--- config.mk ---
export PLATFORM = sky130hd
export DESIGN_NAME = rtcbg_top
export DESIGN_NICKNAME = d
export VERILOG_FILES = /design/src/hdl/rtcbg_pkg.sv /design/src/hdl/rtcbg_alarm_match.sv /design/src/hdl/rtcbg_sync.sv /design/src/hdl/rtcbg_top.sv
export SDC_FILE = /design/constraint.sdc
export NUM_CORES = 1
export LEC_CHECK = 0
export ABC_CLOCK_PERIOD_IN_PS = 2700
export BUFFER_PORTS_ARGS = -buffer_cell sky130_fd_sc_hd__buf_2
export CAP_MARGIN = 10
export CORE_ASPECT_RATIO = 0.5
export CORE_MARGIN = 2
export CORE_UTILIZATION = 42
export CTS_CLUSTER_SIZE = 14
export DETAILED_ROUTE_END_ITERATION = 7
export HOLD_SLACK_MARGIN = 0.06
export MAX_ROUTING_LAYER = met4
export PLACE_DENSITY_LB_ADDON = 0.2
export RECOVER_POWER = 50
export SYNTH_ARGS = -nofsm -noshare
export SYNTH_HDL_FRONTEND = slang
export SYNTH_HIERARCHICAL = 1
export SYNTH_SLANG_ARGS = --single-unit
--- constraint.sdc ---
create_clock -name clock -period 2.7 [get_ports clock]
set_input_delay 0.27 -clock clock [delete_from_list [all_inputs] [get_ports clock]]
set_output_delay 0.27 -clock clock [all_outputs]
set_load 0.01 [all_outputs]
--- src/hdl/rtcbg_pkg.sv ---
// Constants, types and register map of the backup bus gating and alarm block.
// What this block does
// - The serial bus stops answering whenever the main supply is below the reset threshold, in every mode.
// - Both mode bits clear: backup starts at the trip threshold and bus and memory are blocked on battery.
// - Inhibit clear, switchover set: backup below battery, bus usable on battery only with battery and supply above reset.
// - With inhibit set and switchover clear, the block behaves exactly as with both mode bits clear.
// - Both mode bits set: backup below battery, bus works only while supply is above both reset and battery.
// - The interrupt output keeps working while on battery in every mode.
// - Bit 7 of an alarm compare register enables the field and the low bits hold BCD, so zero means ignored.
// - An alarm interrupt is produced only while the alarm enable bit, bit 5 of interrupt control, is set.
// - The alarm fires when time first equals all enabled fields, with seconds ignored at the 59 to 00 roll.
// - A match sets the alarm flag in status and pulls the interrupt output low.
// - With the repeat select bit clear, one match holds the output low as a single event.
// - With the repeat select bit set, each match gives one low pulse on the output.
// - After power-up both mode bits are clear.
// - In legacy modes the chip runs from battery whenever supply is below the trip threshold, whatever the battery level.
package rtcbg_pkg;

	// ----------------------------------------
	// Timing
	// ----------------------------------------
	localparam int CLOCK_PERIOD_NS = 4;
	localparam int PULSE_TIME_NS   = 250;
	localparam int PULSE_CYCLES    = (PULSE_TIME_NS / CLOCK_PERIOD_NS < 1) ? 1 : PULSE_TIME_NS / CLOCK_PERIOD_NS;
	localparam int PULSE_COUNT_W   = 8;

	// ----------------------------------------
	// Register map
	// ----------------------------------------
	localparam logic [7:0] REG_ALARM0_SECONDS_MATCH = 8'h00;
	localparam logic [7:0] REG_ALARM0_WEEKDAY_MATCH = 8'h05;
	localparam logic [7:0] REG_INTERRUPT_CONTROL    = 8'h06;
	localparam logic [7:0] REG_STATUS               = 8'h07;
	localparam logic [7:0] REG_BACKUP_CONFIG        = 8'h08;
	localparam int         ALARM_FIELDS             = 6;
	localparam int         FIELD_ENABLE_BIT         = 7;
	localparam int         INTCTL_ALARM0_ENABLE_BIT = 5;
	localparam int         INTCTL_REPEAT_SELECT_BIT = 7;
	localparam int         STATUS_ON_BATTERY_BIT    = 0;
	localparam int         STATUS_BUS_ENABLE_BIT    = 1;
	localparam int         STATUS_ALARM0_FLAG_BIT   = 5;
	localparam int         CFG_SWITCHOVER_BIT       = 0;
	localparam int         CFG_INHIBIT_BIT          = 1;
	localparam logic [7:0] RESET_VALUE              = 8'h00;
	localparam logic [6:0] DEVICE_ADDRESS           = 7'h50;  // Arbitrary value.

	// ----------------------------------------
	// Serial bus
	// ----------------------------------------
	localparam logic [3:0] BIT_ACK_SLOT = 4'h8;
	localparam logic [3:0] BIT_ACK_DONE = 4'h9;

	// ----------------------------------------
	// Types
	// ----------------------------------------
	typedef struct packed {
		logic [7:0] weekday;
		logic [7:0] month;
		logic [7:0] date;
		logic [7:0] hour;
		logic [7:0] minute;
		logic [7:0] second;
	} rtcbg_time_t;

	typedef struct packed {
		logic vddBelowReset;
		logic vddBelowBattery;
		logic vddBelowTrip;
		logic batteryBelowReset;
		logic batteryBelowTrip;
	} rtcbg_supply_t;

	typedef enum logic [2:0] {
		ST_IDLE       = 3'b000,
		ST_DEVICE     = 3'b001,
		ST_WORD_ADDR  = 3'b010,
		ST_WRITE_DATA = 3'b011,
		ST_READ_DATA  = 3'b100
	} rtcbg_bus_state_t;

endpackage

--- src/hdl/rtcbg_alarm_match.sv ---
// Per-field alarm comparison and first-match detection.
`timescale 1ns/100ps
`default_nettype none
module rtcbg_alarm_match (
	input  wire logic                  clock,
	input  wire logic                  rst_n,
	input  wire logic                  ce,
	input  wire logic [5:0][7:0]       compareReg,
	input  wire rtcbg_pkg::rtcbg_time_t timeNow,
	input  wire logic                  secondsTick,
	output logic                       hit
);

	logic [5:0][7:0] timeFields;
	logic [5:0]      fieldMatch;
	logic            prevMatch;

	assign timeFields = timeNow;

	genvar i;
	generate
		for (i = 0; i < rtcbg_pkg::ALARM_FIELDS; i++) begin : g_field
			assign fieldMatch[i] = !compareReg[i][rtcbg_pkg::FIELD_ENABLE_BIT] ||
				(compareReg[i][6:0] == timeFields[i][6:0]);
		end
	endgenerate

	// Only the transition into a full match fires, so an ignored seconds field gives one hit at the roll to 00.
	always_ff @(posedge clock) begin
		if (!rst_n) begin
			prevMatch <= 1'b0;
			hit       <= 1'b0;
		end else if (ce) begin
			hit <= 1'b0;
			if (secondsTick) begin
				prevMatch <= &fieldMatch;
				hit       <= (&fieldMatch) && !prevMatch;
			end
		end
	end

endmodule // rtcbg_alarm_match
`default_nettype wire

--- src/hdl/rtcbg_sync.sv ---
// Two-stage synchroniser for a group of asynchronous level inputs.
`timescale 1ns/100ps
`default_nettype none
module rtcbg_sync #(
	parameter int WIDTH = 1
) (
	input  wire logic             clock,
	input  wire logic             rst_n,
	input  wire logic             ce,
	input  wire logic [WIDTH-1:0] asyncIn,
	output logic      [WIDTH-1:0] syncOut
);

	genvar i;
	generate
		for (i = 0; i < WIDTH; i++) begin : g_bit
			logic firstStage;
			always_ff @(posedge clock) begin
				if (!rst_n) begin
					firstStage <= 1'b0;
					syncOut[i] <= 1'b0;
				end else if (ce) begin
					firstStage <= asyncIn[i];
					syncOut[i] <= firstStage;
				end
			end
		end
	endgenerate

endmodule // rtcbg_sync
`default_nettype wire

--- src/hdl/rtcbg_top.sv ---
// Serial register port, backup bus gating and alarm output of the real-time clock.
`timescale 1ns/100ps
`default_nettype none
module rtcbg_top #(
	parameter int PULSE_CYCLES = rtcbg_pkg::PULSE_CYCLES
) (
	input  wire logic                    clock,
	input  wire logic                    rst_n,
	input  wire logic                    ce,
	input  wire logic                    scl,
	input  wire logic                    sdaIn,
	output logic                         sdaOut,
	output logic                         sdaOe,
	input  wire rtcbg_pkg::rtcbg_supply_t supplyRaw,
	input  wire rtcbg_pkg::rtcbg_time_t   timeNow,
	input  wire logic                    secondsTick,
	output logic                         interruptFreqOutput_n,
	output logic                         memoryAccessEnable,
	output logic                         busEnable,
	output logic                         onBattery,
	output logic                         alarm0Flag
);

	// ----------------------------------------
	// Input synchronisation
	// ----------------------------------------
	rtcbg_pkg::rtcbg_supply_t supply;
	logic                     sclS;
	logic                     sdaS;
	logic                     sclPrev;
	logic                     sdaPrev;

	rtcbg_sync #(
		.WIDTH   (7)
	) u_sync (
		.clock   (clock),
		.rst_n   (rst_n),
		.ce      (ce),
		.asyncIn ({scl, sdaIn, supplyRaw}),
		.syncOut ({sclS, sdaS, supply})
	);

	always_ff @(posedge clock) begin
		if (!rst_n) begin
			sclPrev <= 1'b1;
			sdaPrev <= 1'b1;
		end else if (ce) begin
			sclPrev <= sclS;
			sdaPrev <= sdaS;
		end
	end

	logic sclRise;
	logic sclFall;
	logic startCond;
	logic stopCond;

	assign sclRise   = sclS && !sclPrev;
	assign sclFall   = !sclS && sclPrev;
	assign startCond = sclS && sclPrev && sdaPrev && !sdaS;
	assign stopCond  = sclS && sclPrev && !sdaPrev && sdaS;

	// ----------------------------------------
	// Registers
	// ----------------------------------------
	logic [5:0][7:0] alarmReg;
	logic [7:0]      interruptControl;
	logic [7:0]      backupConfig;
	logic            alarm0Enable;
	logic            interruptRepeatSelect;
	logic            backupSwitchoverSelect;
	logic            backupBusInhibit;

	assign alarm0Enable           = interruptControl[rtcbg_pkg::INTCTL_ALARM0_ENABLE_BIT];
	assign interruptRepeatSelect  = interruptControl[rtcbg_pkg::INTCTL_REPEAT_SELECT_BIT];
	assign backupSwitchoverSelect = backupConfig[rtcbg_pkg::CFG_SWITCHOVER_BIT];
	assign backupBusInhibit       = backupConfig[rtcbg_pkg::CFG_INHIBIT_BIT];

	// ----------------------------------------
	// Backup switchover and bus gating
	// ----------------------------------------
	logic next_onBattery;
	logic next_busEnable;
	logic next_memoryAccessEnable;

	always_comb begin
		if (backupSwitchoverSelect) begin
			next_onBattery = supply.vddBelowBattery && !supply.batteryBelowTrip;
		end else begin
			next_onBattery = supply.vddBelowTrip;
		end
		case ({backupBusInhibit, backupSwitchoverSelect})
			2'b01: begin
				next_busEnable = !next_onBattery || !supply.batteryBelowReset;
			end
			2'b11: begin
				next_busEnable = !supply.vddBelowBattery;
			end
			default: begin
				next_busEnable = !next_onBattery;
			end
		endcase
		if (supply.vddBelowReset) begin
			next_busEnable = 1'b0;
		end
		next_memoryAccessEnable = next_busEnable &&
			(!next_onBattery || ({backupBusInhibit, backupSwitchoverSelect} == 2'b01));
	end

	always_ff @(posedge clock) begin
		if (!rst_n) begin
			onBattery          <= 1'b0;
			busEnable          <= 1'b0;
			memoryAccessEnable <= 1'b0;
		end else if (ce) begin
			onBattery          <= next_onBattery;
			busEnable          <= next_busEnable;
			memoryAccessEnable <= next_memoryAccessEnable;
		end
	end

	// ----------------------------------------
	// Serial bus slave
	// ----------------------------------------
	rtcbg_pkg::rtcbg_bus_state_t state;
	logic [3:0]                  bitCount;
	logic [7:0]                  shiftReg;
	logic [7:0]                  txByte;
	logic [7:0]                  pointer;
	logic                        readMode;
	logic                        addressAck;
	logic                        hostNack;
	logic [7:0]                  loadAddr;
	logic [7:0]                  readValue;
	logic                        busActive;
	logic                        writeStrobe;
	logic                        loadStrobe;
	logic                        addressHit;

	assign busActive   = busEnable && !stopCond && !startCond && (state != rtcbg_pkg::ST_IDLE);
	assign writeStrobe = ce && busActive && sclFall && (bitCount == rtcbg_pkg::BIT_ACK_SLOT) &&
		(state == rtcbg_pkg::ST_WRITE_DATA);
	assign loadStrobe  = ce && busActive && sclFall && (bitCount == rtcbg_pkg::BIT_ACK_DONE) &&
		((state == rtcbg_pkg::ST_READ_DATA && !hostNack) ||
		(state == rtcbg_pkg::ST_DEVICE && addressAck && readMode));
	assign loadAddr    = (state == rtcbg_pkg::ST_READ_DATA) ? pointer + 8'h01 : pointer;
	assign addressHit  = shiftReg[7:1] == rtcbg_pkg::DEVICE_ADDRESS;

	always_comb begin
		readValue = 8'h00;
		if (loadAddr <= rtcbg_pkg::REG_ALARM0_WEEKDAY_MATCH) begin
			readValue = alarmReg[loadAddr[2:0]];
		end else if (loadAddr == rtcbg_pkg::REG_INTERRUPT_CONTROL) begin
			readValue = interruptControl;
		end else if (loadAddr == rtcbg_pkg::REG_STATUS) begin
			readValue[rtcbg_pkg::STATUS_ON_BATTERY_BIT]  = onBattery;
			readValue[rtcbg_pkg::STATUS_BUS_ENABLE_BIT]  = busEnable;
			readValue[rtcbg_pkg::STATUS_ALARM0_FLAG_BIT] = alarm0Flag;
		end else if (loadAddr == rtcbg_pkg::REG_BACKUP_CONFIG) begin
			readValue = backupConfig;
		end
	end

	// A supply drop abandons the transfer at once and releases the data line.
	always_ff @(posedge clock) begin
		if (!rst_n) begin
			state      <= rtcbg_pkg::ST_IDLE;
			bitCount   <= 4'h0;
			shiftReg   <= 8'h00;
			txByte     <= 8'h00;
			pointer    <= 8'h00;
			readMode   <= 1'b0;
			addressAck <= 1'b0;
			hostNack   <= 1'b0;
			sdaOe      <= 1'b0;
			sdaOut     <= 1'b0;
		end else if (ce) begin
			sdaOut <= 1'b0;
			if (!busEnable || stopCond) begin
				state <= rtcbg_pkg::ST_IDLE;
				sdaOe <= 1'b0;
			end else if (startCond) begin
				state    <= rtcbg_pkg::ST_DEVICE;
				bitCount <= 4'h0;
				sdaOe    <= 1'b0;
			end else if (state != rtcbg_pkg::ST_IDLE) begin
				if (sclRise) begin
					bitCount <= bitCount + 4'h1;
					if (bitCount < rtcbg_pkg::BIT_ACK_SLOT) begin
						shiftReg <= {shiftReg[6:0], sdaS};
					end
					if (bitCount == rtcbg_pkg::BIT_ACK_SLOT) begin
						hostNack <= sdaS;
					end
				end else if (sclFall) begin
					if (bitCount == rtcbg_pkg::BIT_ACK_SLOT) begin
						case (state)
							rtcbg_pkg::ST_DEVICE: begin
								addressAck <= addressHit;
								readMode   <= shiftReg[0];
								sdaOe      <= addressHit;
							end
							rtcbg_pkg::ST_WORD_ADDR: begin
								pointer <= shiftReg;
								sdaOe   <= 1'b1;
							end
							rtcbg_pkg::ST_WRITE_DATA: begin
								pointer <= pointer + 8'h01;
								sdaOe   <= 1'b1;
							end
							default: begin
								sdaOe <= 1'b0;
							end
						endcase
					end else if (bitCount == rtcbg_pkg::BIT_ACK_DONE) begin
						bitCount <= 4'h0;
						sdaOe    <= 1'b0;
						if (loadStrobe) begin
							state   <= rtcbg_pkg::ST_READ_DATA;
							txByte  <= readValue;
							pointer <= loadAddr;
							sdaOe   <= !readValue[7];
						end else begin
							case (state)
								rtcbg_pkg::ST_DEVICE: begin
									state <= addressAck ? rtcbg_pkg::ST_WORD_ADDR : rtcbg_pkg::ST_IDLE;
								end
								rtcbg_pkg::ST_WORD_ADDR: begin
									state <= rtcbg_pkg::ST_WRITE_DATA;
								end
								rtcbg_pkg::ST_WRITE_DATA: begin
									state <= rtcbg_pkg::ST_WRITE_DATA;
								end
								default: begin
									state <= rtcbg_pkg::ST_IDLE;
								end
							endcase
						end
					end else if (state == rtcbg_pkg::ST_READ_DATA) begin
						sdaOe <= !txByte[3'(4'h7 - bitCount)];
					end
				end
			end
		end
	end

	// ----------------------------------------
	// Register writes
	// ----------------------------------------
	always_ff @(posedge clock) begin
		if (!rst_n) begin
			alarmReg         <= '0;
			interruptControl <= rtcbg_pkg::RESET_VALUE;
			backupConfig     <= rtcbg_pkg::RESET_VALUE;
		end else if (writeStrobe) begin
			if (pointer <= rtcbg_pkg::REG_ALARM0_WEEKDAY_MATCH) begin
				alarmReg[pointer[2:0]] <= shiftReg;
			end else if (pointer == rtcbg_pkg::REG_INTERRUPT_CONTROL) begin
				interruptControl <= shiftReg;
			end else if (pointer == rtcbg_pkg::REG_BACKUP_CONFIG) begin
				backupConfig <= shiftReg;
			end
		end
	end

	// ----------------------------------------
	// Alarm
	// ----------------------------------------
	localparam int PULSE_COUNT_W = rtcbg_pkg::PULSE_COUNT_W;

	logic                     alarmHit;
	logic                     statusReadClear;
	logic [PULSE_COUNT_W-1:0] pulseCount;

	rtcbg_alarm_match u_match (
		.clock       (clock),
		.rst_n       (rst_n),
		.ce          (ce),
		.compareReg  (alarmReg),
		.timeNow     (timeNow),
		.secondsTick (secondsTick),
		.hit         (alarmHit)
	);

	assign statusReadClear = loadStrobe && (loadAddr == rtcbg_pkg::REG_STATUS);

	// The flag is sticky; a match in the same cycle as the clearing read keeps it set.
	always_ff @(posedge clock) begin
		if (!rst_n) begin
			alarm0Flag <= 1'b0;
		end else if (ce) begin
			if (alarmHit) begin
				alarm0Flag <= 1'b1;
			end else if (statusReadClear) begin
				alarm0Flag <= 1'b0;
			end
		end
	end

	// The output path ignores the supply state so alarms still reach the pin on battery.
	always_ff @(posedge clock) begin
		if (!rst_n) begin
			pulseCount            <= '0;
			interruptFreqOutput_n <= 1'b1;
		end else if (ce) begin
			if (alarmHit && alarm0Enable && interruptRepeatSelect) begin
				pulseCount <= PULSE_COUNT_W'(PULSE_CYCLES);
			end else if (pulseCount != '0) begin
				pulseCount <= pulseCount - 1'b1;
			end
			if (!alarm0Enable) begin
				interruptFreqOutput_n <= 1'b1;
			end else if (interruptRepeatSelect) begin
				interruptFreqOutput_n <= (pulseCount == '0);
			end else begin
				interruptFreqOutput_n <= !alarm0Flag;
			end
		end
	end

endmodule // rtcbg_top
`default_nettype wire

==> results of run 1 <==
repair_timing:
action / CTS / global route
gates resized for setup: 0 / 15
setup buffers: 0 / 1
endpoints found under the setup margin: 0 / 22
hold endpoints to repair: 0 / 0
routing by layer:
| metal | global-route usage, % | up-vias | wire, um |
|---|---|---|---|
| met3 | 5.044 | 22 | 1272 |
| met5 | - | - | 0 |
| met4 | 5.903 | 0 | 267 |
| met2 | 34.63 | 194 | 8694 |
| li1 | - | 3072 | - |
| met1 | 33.49 | 2962 | 10020 |
through the flow:
step	area, um^2	util, %	worst slack [ns]	power (uW)	std cells
after floorplan	7237	-	0.09079	2413	823
after global placement	7918	47.70	0.01709	2530	1100
after detailed placement	7918	47.70	0.07054	2547	1100
after CTS	8504	51.24	0.01635	4863	1132
after global routing	8549	51.51	0.004603	5049	1133
final	8549	51.51	0.1329	4816	1133
final timing paths:
check	from	end	slack [ns]	cells after the start
hold reg to reg	txByte[5]	txByte[5]	0.45	2
hold / removal	supplyRaw[0]	u_sync/g_bit[0].firstStage	0.10	3
setup / recovery	state[1]	alarmReg[37]	0.13	6
setup reg to reg	state[1]	alarmReg[37]	0.13	6
Yosys cell counts, types with 3 or more instances:
cell,number,area share [%]
dfxtp_1,130,36
mux2i_1,98,14
nor2_1,91,4.7
nand2_1,81,4.2
a21oi_1,44,3.0
clkbuf_1,38,2.0
xnor2_1,30,3.6
nor2b_1,29,2.5
xor2_1,24,2.9
inv_1,17,0.88
o21ai_0,17,1.2
nand3_1,16,1.1
ha_1,14,2.4
nand4_1,13,1.1
nor3_1,9,0.62
o22ai_1,9,0.78
and3_1,8,0.69
nor3b_1,8,0.83
a31oi_1,7,0.61
buf_2,7,0.48
nor4_1,7,0.61
o31ai_1,7,0.73
a221oi_1,6,0.73
o221a_2,6,0.93
a21o_1,5,0.52
nand3b_1,5,0.52
a211oi_1,4,0.42
buf_1,4,0.21
nand2b_1,4,0.35
o211ai_1,4,0.42
a21boi_0,3,0.31
a41o_1,3,0.42
and2_1,3,0.26
and3b_1,3,0.36
and4_1,3,0.36
mux4_2,3,0.93
nand4b_1,3,0.36
o41ai_1,3,0.36
o41ai_2,3,0.67
or3_1,3,0.26
power by group through the flow:
stage          Combinational, uW  Sequential (uW)  Clock [uW]
5_1_grt                      539             2050        2460
4_1_cts                      470             2040        2350
2_1_floorplan                343             2070           0
6_report                     470             2040        2310
3_3_place_gp                 452             2080           0
3_5_place_dp                 465             2080           0
state kept, by name, indices dropped and copies added, names as in the netlist, 3 cells and up:
| signal | count |
|---|---|
| alarmReg | 48 |
| backupConfig | 8 |
| interruptControl | 8 |
| pointer | 8 |
| pulseCount | 8 |
| shiftReg | 8 |
| txByte | 8 |
| u_sync/g_bit.firstStage | 7 |
| u_sync/syncOut | 7 |
| bitCount | 4 |
| state | 3 |
kinds of logic (layout without fill, tap and decap cells):
family | after synthesis | in the layout | synth area share [%]
xor+xnor | 55 | 55 | 6.917
fa+ha+maj | 14 | 14 | 2.421
buf+inv | 72 | 155 | 4.392
compound gates | 146 | 146 | 14.23
flops | 130 | 130 | 35.97
other cells | 1 | 1 | 0.05183
mux | 102 | 102 | 14.65
simple gates | 303 | 303 | 21.37
critical path, cell delays in order, from the launching register on:
cell and delay, ns:
dfxtp_1 0.62, and3b_1 0.39, and4_1 0.32, nand3_1 0.11
or4_1 0.68, mux2i_1 0.27, nor2_1 0.06
cell type report:
class	instances	share of cell area [%]
multi-input cells	621	51.10
well taps	227	3.322
clock buffers	17	4.976
repair buffers	105	7.464
flip-flops and latches	130	30.46
clock inverters	15	1.888
inverters	18	0.7903
==> metrics.md, run 1 <==
| Metric | Value |
|---|---|
| Hold_ws | 0.1004 ns |
| Maximum VDD drop | 0.0004267 V |
| Starting density of the core | 43.59% |
| Hold buffer count at CTS | 0 |
| # nets final | 966 |
| Clk pwr share | 47.9% |
| Int Power | 3509 uW |
| Fmax | 0.3895 GHz |
| Net Count, Synth | 896 |
| Slew headroom | 40.83% |
| Setup TNS | 0 ns |
| DR vias | 6,250 |
| Netlist Area Pre-Place | 7236 um^2 |
| Setup CP Type | reg -> reg |
| Netlist cell types | 82 |
| Full die area | 18,360 um^2 |
| Gpl congestion | 0.8918 |
| Synth Register Bits | 130 |
| Worst Hold Class | in -> reg |
| Core Region | 16,600 um^2 |
| All-layer global routing usage | 23.80% |
| Synth Warn # | 6 |
| Setup crit end kind | flop |
| Detailed-router iteration count before antenna repair | 5 |
| Share of cells above drive strength 1 | 18.65% |
| P_leak | 0.003542 uW |
| Initial antenna violation count | 0 |
| Root buf cell | clkbuf_16 |
| Max-slew violations | 0 |
| Num rows | 33 |
| Most frequent cells in the layout | 129 x dfxtp_1, 98 x mux2i_1, 90 x nor2_1, 81 x nand2_1, 53 x buf_2 |
| FF+latch area | 2604 um^2 |
| Syn avg cell area | 8.792 um^2 |
| P&R area growth vs syn | 18.16% |
| CTS tree | built |
| Power density cells | 563.3 nW/um^2 |
| Vias in the first global route | 6,130 |
| Cts bufs inserted | 17 |
| Final hold vios | 0 |
| Largest net degree at the start of global routing | 37 |
| Die height | 96.81 um |
| RSZ-0062 raised after global routing | false |
| Critical path required time | 3.00 ns |
| DPL Wire Length | 14.33 mm |
| Grt ovf | 0 |
| Layout fillers | 1,581 |
| Final Cycle Share | 95.08% |
| Worst-path fanout max | 11 |
| CP startpoint kind | flop |
| Final setup vio count | 0 |
| Max cap viols | 0 |
| Ys flop type | dfxtp_1 |
| # port buffers | 58 |
| H-tree levels | 4 |
| CTS clk-pin slew, worst paths | 0.07 ns |
| Gate power share | 9.7% |
| Worst-skew pair later-pin latency | 0.43 ns |
| Worst Tran Pin Value | 0.8875 ns |
| CTS Buffer Depth | 2 |
| Detail Route Antenna Nets | 0 |
| Drt total wl | 20.26 mm |
| EDFF count, synth | 0 |
| Async S/R FF share, synth | 0% |
| CTS sink count | 130 |
| Num ports | 66 |
| Switch Pwr | 1307 uW |
| Outcome | complete, no violations |
| Die W | 189.6 um |
| Commonest non-fill, non-tap cell in the layout | dfxtp_1 |
| Worst Skew | 0.008886 ns |
| Syn Inst Count | 823 |
| Initial DRC Count | 571 |
| ANT cells | 0 |
| Fin crit period | 2.567 ns |
| Drt wl/cell | 17.88 um |
| Share of power burned in registers | 42.3% |
| Drt via density | 5.516 |
| Switching share of power | 27.13% |
| First-pass GRT wire length | 33.20 mm |
| Area taken by multi-input logic gates | 4369 um^2 |
| # DRC | 0 |
| Crit path DAT | 2.87 ns |
| Sequential fraction of the synthesis area | 35.97% |
Power figures use the tool's default switching activity.
==> run 2: changes to the inputs <==
- SYNTH_HIERARCHICAL: 1 -> not set
==> run 2 against run 1 <==
Net effect:
- core utilization is 0.91 points lower
- via count grew 1.4%
- synthesized cell count decreased by 3.5%
- flip-flop and latch count did not move
- clock skew is 0.0022 ns higher
- wire length up 2.5%
- non-clock buffer count fell by 7
- design area fell by 2.3%
- highest routed layer unchanged
==> metrics.md, run 2 <==
| Metric | Value |
|---|---|
| H-tree levels | 4 (unchanged) |
| Synth top area cells | dfxtp_1 36%, mux2i_1 9.4%, nand2_1 4.1% |
| Largest net degree at the start of global routing | 52 (+41%) |
| Async S/R FF share, synth | 0% (unchanged) |
| # DRC | 0 (unchanged) |
| Max-slew violations | 0 (unchanged) |
| Worst R2R Setup Slack | 0.16 ns (+0.03 ns) |
| Sequential fraction of the synthesis area | 36.47% (+0.50 points) |
| Cts bufs inserted | 17 (unchanged) |
| Root buf cell | clkbuf_16 |
| Hold Path End | u_sync.g_bit[4].firstStage |
| Max cap viols | 0 (unchanged) |
| P_leak | 0.003327 uW (-6.1%) |
| Commonest non-fill, non-tap cell in the layout | dfxtp_1 |
| Worst r2r dst | interruptControl[7] |
| Worst-skew pair later-pin latency | 0.42 ns (about the same) |
| # nets final | 938 (-2.9%) |
| Initial antenna violation count | 0 (unchanged) |
| Final Cycle Share | 94.11% (-0.97 points) |
| Initial DRC Count | 463 (-19%) |
| Post-synth top area share | 36.47% (+0.50 points) |
| Most frequent cells in the layout | 130 x dfxtp_1, 78 x nand2_1, 73 x nor2_1, 67 x mux2i_1, 53 x buf_2 |
| Vias in the first global route | 5,787 (-5.6%) |
| Drt wl/cell | 18.78 um (+5.1%) |
| Share of cells above drive strength 1 | 19.25% (+0.59 points) |
| Final hold vios | 0 (unchanged) |
| Outcome | complete, no violations |
| Core Region | 16,520 um^2 (-0.50%) |
| Fmax | 0.3935 GHz (+1.0%) |
| ANT cells | 0 (unchanged) |
| Gpl congestion | 0.9356 (+4.9%) |
| First-pass GRT wire length | 32.66 mm (-1.6%) |
| Netlist Area Pre-Place | 7136 um^2 (-1.4%) |
| Worst Skew | 0.01109 ns (+0.002207 ns) |
| Die height | 96.17 um (-0.67%) |
| Num rows | 33 (unchanged) |
| P&R area growth vs syn | 17.11% |
| Reg with most FFs | alarmReg |
| Worst Tran Pin Value | 0.8818 ns (-0.005718 ns) |
| Starting density of the core | 43.20% (-0.39 points) |
| Grt ovf | 0 (unchanged) |
| All-layer global routing usage | 24.28% (+0.48 points) |
| CTS Buffer Depth | 2 (unchanged) |
| Final setup vio count | 0 (unchanged) |
| Fin crit period | 2.541 ns (-0.02609 ns) |
| Full die area | 18,110 um^2 (-1.3%) |
| # port buffers | 58 (unchanged) |
| Hold path cells | 3 (unchanged) |
| Net Count, Synth | 867 (-3.2%) |
| Power density cells | 583.6 nW/um^2 (+3.6%) |
| Worst-path fanout max | 8 (-3) |
| Cell with the most instances after synthesis | dfxtp_1 |
| Hold buffer count at CTS | 0 (unchanged) |
| Max reg flops | 48 (unchanged) |
| Slew headroom | 41.21% (+0.38 points) |
| CP startpoint kind | flop |
| Synth Warn # | 0 (-6) |
| Layout fillers | 1,570 (-0.70%) |
| Worst Hold Launch | supplyRaw[4] |
| Maximum VDD drop | 0.0004012 V (-6.0%) |
| Post-route design area | 8357 um^2 (-2.3%) |
| Syn Inst Count | 794 (-3.5%) |
| Syn avg cell area | 8.987 um^2 (+2.2%) |
| RSZ-0062 raised after global routing | true |
| Synth top cells by count | 130 x dfxtp_1, 78 x nand2_1, 73 x nor2_1, 67 x mux2i_1, 44 x nand3_1 |
| R2R cell count | 8 (+2) |
| Synth Register Bits | 130 (unchanged) |
| Cell accounting for the most synthesized area | dfxtp_1 |
| CTS tree | built |
| Setup crit end kind | flop |
| DPL Wire Length | 15.29 mm (+6.7%) |
| Die W | 188.3 um (-0.68%) |
| Worst Hold Class | in -> reg |
| Drt total wl | 20.75 mm (+2.5%) |
| Setup CP Type | reg -> reg |
| Num ports | 66 (unchanged) |
| Drt via density | 5.738 (+4.0%) |
| CTS clk-pin slew, worst paths | 0.06 ns (about the same) |
| Beginning of the worst register-to-register path | u_sync.syncOut[6] |
| Detail Route Antenna Nets | 0 (unchanged) |
| Critical path required time | 2.98 ns (-0.02 ns) |
| Crit path DAT | 2.82 ns (-0.05 ns) |
| Area after DPL | 7766 um^2 (-1.9%) |
| Setup TNS | 0 ns (unchanged) |
| Netlist cell types | 81 (-1.2%) |
| Detailed-router iteration count before antenna repair | 7 (+2) |
| DR vias | 6,340 (+1.4%) |
| EDFF count, synth | 0 (unchanged) |
| CTS sink count | 130 (unchanged) |
| Ys flop type | dfxtp_1 |
-- run 2: cell types whose count changed in the layout (fill, tap and decap cells not counted), sizes merged, moves of 7 or more --
cell | previous run | this run
nor2b | 29 | 5
mux2i | 98 | 67
a31o | 1 | 8
a21oi | 44 | 30
nand3 | 16 | 47
o21ai | 19 | 45
o211ai | 4 | 14
nor2 | 92 | 74
-- run 2: metrics by stage --
stage / setup WS [ns] / util [%] / power, uW / std cells / hold WS, ns
finish: 0.1590 / 50.60 / 4877 / 1105 / 0.08839
global route: -0.003063 / 50.60 / 5064 / 1105 / 0.09538
CTS: 0.1215 / 50.59 / 4913 / 1105 / 0.07897
detailed placement: 0.1301 / 47.02 / 2631 / 1073 / 0.4481
global placement: 0.1746 / 47.02 / 2610 / 1073 / 0.4476
floorplan: 0.02792 / - / 2473 / 794 / 0.4172
-- run 2: routing by layer --
metal / global-route usage [%] / part of all wire [%] / vias to the layer above
met4: 8.008 / 2.1 / 0
met1: 33.02 / 48 / 3039
met5: - / 0 / -
met3: 4.083 / 6.9 / 32
li1: - / - / 3039
met2: 36.93 / 43 / 230
-- run 2: how the worst max path moves through the flow --
stage	start	to	slack [ns]	depth (start not counted)
3_5_place_dp	state[0]	txByte[2]	0.13	6
2_1_floorplan	pointer[1]	txByte[3]	0.03	9
4_1_cts	state[0]	txByte[2]	0.12	6
6_report	u_sync.syncOut[6]	interruptControl[7]	0.16	8
3_3_place_gp	state[0]	txByte[2]	0.17	6
5_1_grt	u_sync.syncOut[6]	alarmReg[20]	-0.003	8
-- run 2: worst max-delay path, cell delays in order, from the launching register on --
cell	delay, ns
dfxtp_1	0.36
inv_1	0.08
ha_1	0.16
nand2_1	0.08
a211oi_2	0.43
nand4b_4	0.27
nor3b_1	0.44
nand3_2	0.36
mux2i_1	0.21
-- run 2: area by class of cell --
class                      instances  area (um^2)  share of cell area (%)
sequential                       130         2603                   31.14
multi-input combinational        598         4233                   50.65
clock inverter                    12        122.6                   1.467
inverter                          20        75.07                  0.8983
tap                              227        284.0                   3.399
timing repair buffer              98        573.1                   6.857
clock buffer                      20        466.7                   5.585
-- run 2: cells by family (layout without fill, tap and decap cells) --
| kind of cell | Yosys count | after routing | share of synthesized area (%) |
|---|---|---|---|
| AOI/OAI and AO/OA | 169 | 169 | 16.83 |
| other | 1 | 1 | 0.05255 |
| xor gates and xnor gates | 53 | 53 | 6.505 |
| and+or+nand+nor | 282 | 282 | 20.45 |
| buffers and inverters | 66 | 150 | 4.471 |
| DFF | 130 | 130 | 36.47 |
| adders and majority gates | 14 | 14 | 2.455 |
| muxes | 79 | 79 | 12.77 |
-- run 2: report_power, final --
part | internal [uW] | switching (uW) | total [uW]
Sequential | 2000 | 69.0 | 2070
Combinational | 242 | 273 | 515
Clock | 1360 | 938 | 2300
Total | 3600 | 1280 | 4880
-- run 2: what timing repair did --
item	CTS	global route
gates resized for setup	0	4
setup buffers	0	0
endpoints found under the setup margin	0	14
==> run 3: changes to the inputs <==
- CELL_PAD_IN_SITES_DETAIL_PLACEMENT: not set -> 1
- CELL_PAD_IN_SITES_GLOBAL_PLACEMENT: not set -> 2
- CORE_UTILIZATION: 42 -> 34
- MAX_ROUTING_LAYER: met4 -> not set
==> run 3 against run 2 <==
Net effect:
- cell count grew 5.3%
- design area grew 1.6%
- power shrank 0.27%
- clock skew shrank 0.0015 ns
- worst setup slack lost 0.050 ns
- sequential share of layout area shrank 0.49 points
- highest routed layer unchanged
==> metrics.md, run 3 (synthesis gave the netlist of run 2 again) <==
| Metric | Value |
|---|---|
| Outcome | complete, no violations |
| Dpl cells | 1,134 (+5.7%) |
| Initial antenna violation count | 0 (unchanged) |
| ANT cells | 0 (unchanged) |
| CP startpoint kind | flop |
| Max cap viols | 0 (unchanged) |
| Worst Hold Class | in -> reg |
| H-tree levels | 4 (unchanged) |
| Max reg flops | 48 (unchanged) |
| # port buffers | 58 (unchanged) |
| Worst Skew | 0.009604 ns (-0.001489 ns) |
| CTS sink count | 130 (unchanged) |
| P_leak | 0.003387 uW (+1.8%) |
| Num rows | 37 (+12%) |
| DPL Wire Length | 17.70 mm (+16%) |
| Crit path DAT | 2.90 ns (+0.08 ns) |
| Grt ovf | 0 (unchanged) |
| CTS tree | built |
| Hold_ws | 0.08251 ns (-0.005882 ns) |
| RSZ-0062 raised after global routing | false |
| Drt wl/cell | 20.26 um (+7.8%) |
| Cts bufs inserted | 17 (unchanged) |
| # DRC | 0 (unchanged) |
| Maximum VDD drop | 0.0003437 V (-14%) |
| PnR worst setup slack | 0.1089 ns (-0.05004 ns) |
| Full die area | 22,230 um^2 (+23%) |
| Share of cells above drive strength 1 | 19.98% (+0.73 points) |
| Gpl congestion | 0.8508 (-9.1%) |
| Worst-skew pair later-pin latency | 0.42 ns (about the same) |
| Fin cells | 1,164 (+5.3%) |
| Fin crit period | 2.591 ns (+0.05003 ns) |
| Final setup vio count | 0 (unchanged) |
| Reg with most FFs | alarmReg |
| Starting density of the core | 34.72% (-8.5 points) |
| Setup TNS | 0 ns (unchanged) |
| DR vias | 6,385 (+0.71%) |
| Power density cells | 572.9 nW/um^2 (-1.8%) |
| Num ports | 66 (unchanged) |
| Worst Tran Pin Value | 1.222 ns (+0.3399 ns) |
| Drt via density | 5.485 (-4.4%) |
| Power Total | 4864 uW (-0.27%) |
| Final hold vios | 0 (unchanged) |
| Root buf cell | clkbuf_16 |
| Core Region | 20,550 um^2 (+24%) |
| Largest net degree at the start of global routing | 55 (+5.8%) |
| Detail Route Antenna Nets | 0 (unchanged) |
| First-pass GRT wire length | 37.16 mm (+14%) |
| Detailed-router iteration count before antenna repair | 8 (+1) |
| Critical path required time | 3.01 ns (+0.03 ns) |
| Slew headroom | 18.55% (-23 points) |
| Die W | 208.9 um (+11%) |
| Vias in the first global route | 6,453 (+12%) |
| Setup CP Type | reg -> reg |
| Final Cycle Share | 95.97% (+1.9 points) |
| Worst-path fanout max | 16 (+8) |
| P&R area growth vs syn | 18.99% |
| Hold buffer count at CTS | 0 (unchanged) |
| Die height | 106.4 um (+11%) |
| CTS clk-pin slew, worst paths | 0.06 ns (about the same) |
| Initial DRC Count | 329 (-29%) |
| Layout fillers | 2,471 (+57%) |
| Drt total wl | 23.58 mm (+14%) |
| Pre-CTS WS | 0.08502 ns (-0.04505 ns) |
| # nets final | 953 (+1.6%) |
| Setup crit end kind | flop |
| All-layer global routing usage | 22.07% (-2.2 points) |
| Most frequent cells in the layout | 130 x dfxtp_1, 78 x nand2_1, 73 x nor2_1, 67 x mux2i_1, 52 x buf_2 |
| CTS Buffer Depth | 2 (unchanged) |
| Commonest non-fill, non-tap cell in the layout | dfxtp_1 |
| Fmax | 0.3859 GHz (-1.9%) |
| Max-slew violations | 0 (unchanged) |
[run 3: cell count changes in the layout (fill, tap and decap cells not counted), sizes merged]
cell | previous run | this run
clkbuf | 28 | 33
buf | 90 | 99
clkinv | 5 | 8
clkinvlp | 3 | 2
inv | 23 | 19
bufinv | 1 | 2
[run 3: cell type report]
| cell class | count | area, um^2 | share of cell area, % |
|---|---|---|---|
| flip-flops and latches | 130 | 2603 | 30.65 |
| multi-input cells | 598 | 4235 | 49.88 |
| clock inverters | 11 | 113.9 | 1.341 |
| inverters | 20 | 75.07 | 0.8842 |
| well taps | 273 | 341.6 | 4.023 |
| clock buffers | 19 | 452.9 | 5.335 |
| repair buffers | 113 | 669.4 | 7.884 |
[run 3: final timing paths]
| path | from | endpoint | slack [ns] | cells past startpoint |
|---|---|---|---|---|
| setup / recovery | state[1] | txByte[5] | 0.11 | 7 |
| hold / removal | supplyRaw[0] | u_sync.g_bit[0].firstStage | 0.08 | 3 |
| setup reg to reg | state[1] | txByte[5] | 0.11 | 7 |
| hold reg to reg | txByte[7] | txByte[7] | 0.47 | 2 |
[run 3: metrics by stage]
step                utilization (%)  cell area [um^2]
floorplan                         -              7136
global placement              38.61              7936
detailed placement            38.61              7936
CTS                           41.37              8503
global route                  41.31              8491
finish                        41.31              8491
[run 3: repair_timing]
| item | in CTS | in global routing |
|---|---|---|
| endpoints found under the setup margin | 0 | 17 |
| endpoints found under the hold margin | 0 | 0 |
| buffers inserted | 0 | 0 |
| resized for setup | 0 | 4 |
[run 3: power breakdown]
part,switching [uW],internal (uW),total [uW]
registers,71.7,2000,2070
logic,286,237,523
clock network,886,1390,2270
[run 3: worst max-delay path, cell delays in order (launching register included)]
cell	delay, ns
dfxtp_1	0.57
nor3b_4	0.10
buf_4	0.22
xnor2_1	0.63
mux4_2	0.42
nand2_1	0.09
o211ai_1	0.17
a31o_2	0.28
[run 3: metal layers]
| layer | up-vias | part of all wire (%) | wire length (um) | global-route usage, % |
|---|---|---|---|---|
| met5 | - | 0 | 0 | 0 |
| met4 | 0 | 1.3 | 317 | 5.663 |
| met3 | 20 | 3.6 | 842 | 4.225 |
| met2 | 117 | 44 | 10430 | 34.43 |
| met1 | 3185 | 51 | 11980 | 31.23 |
| li1 | 3063 | - | - | - |
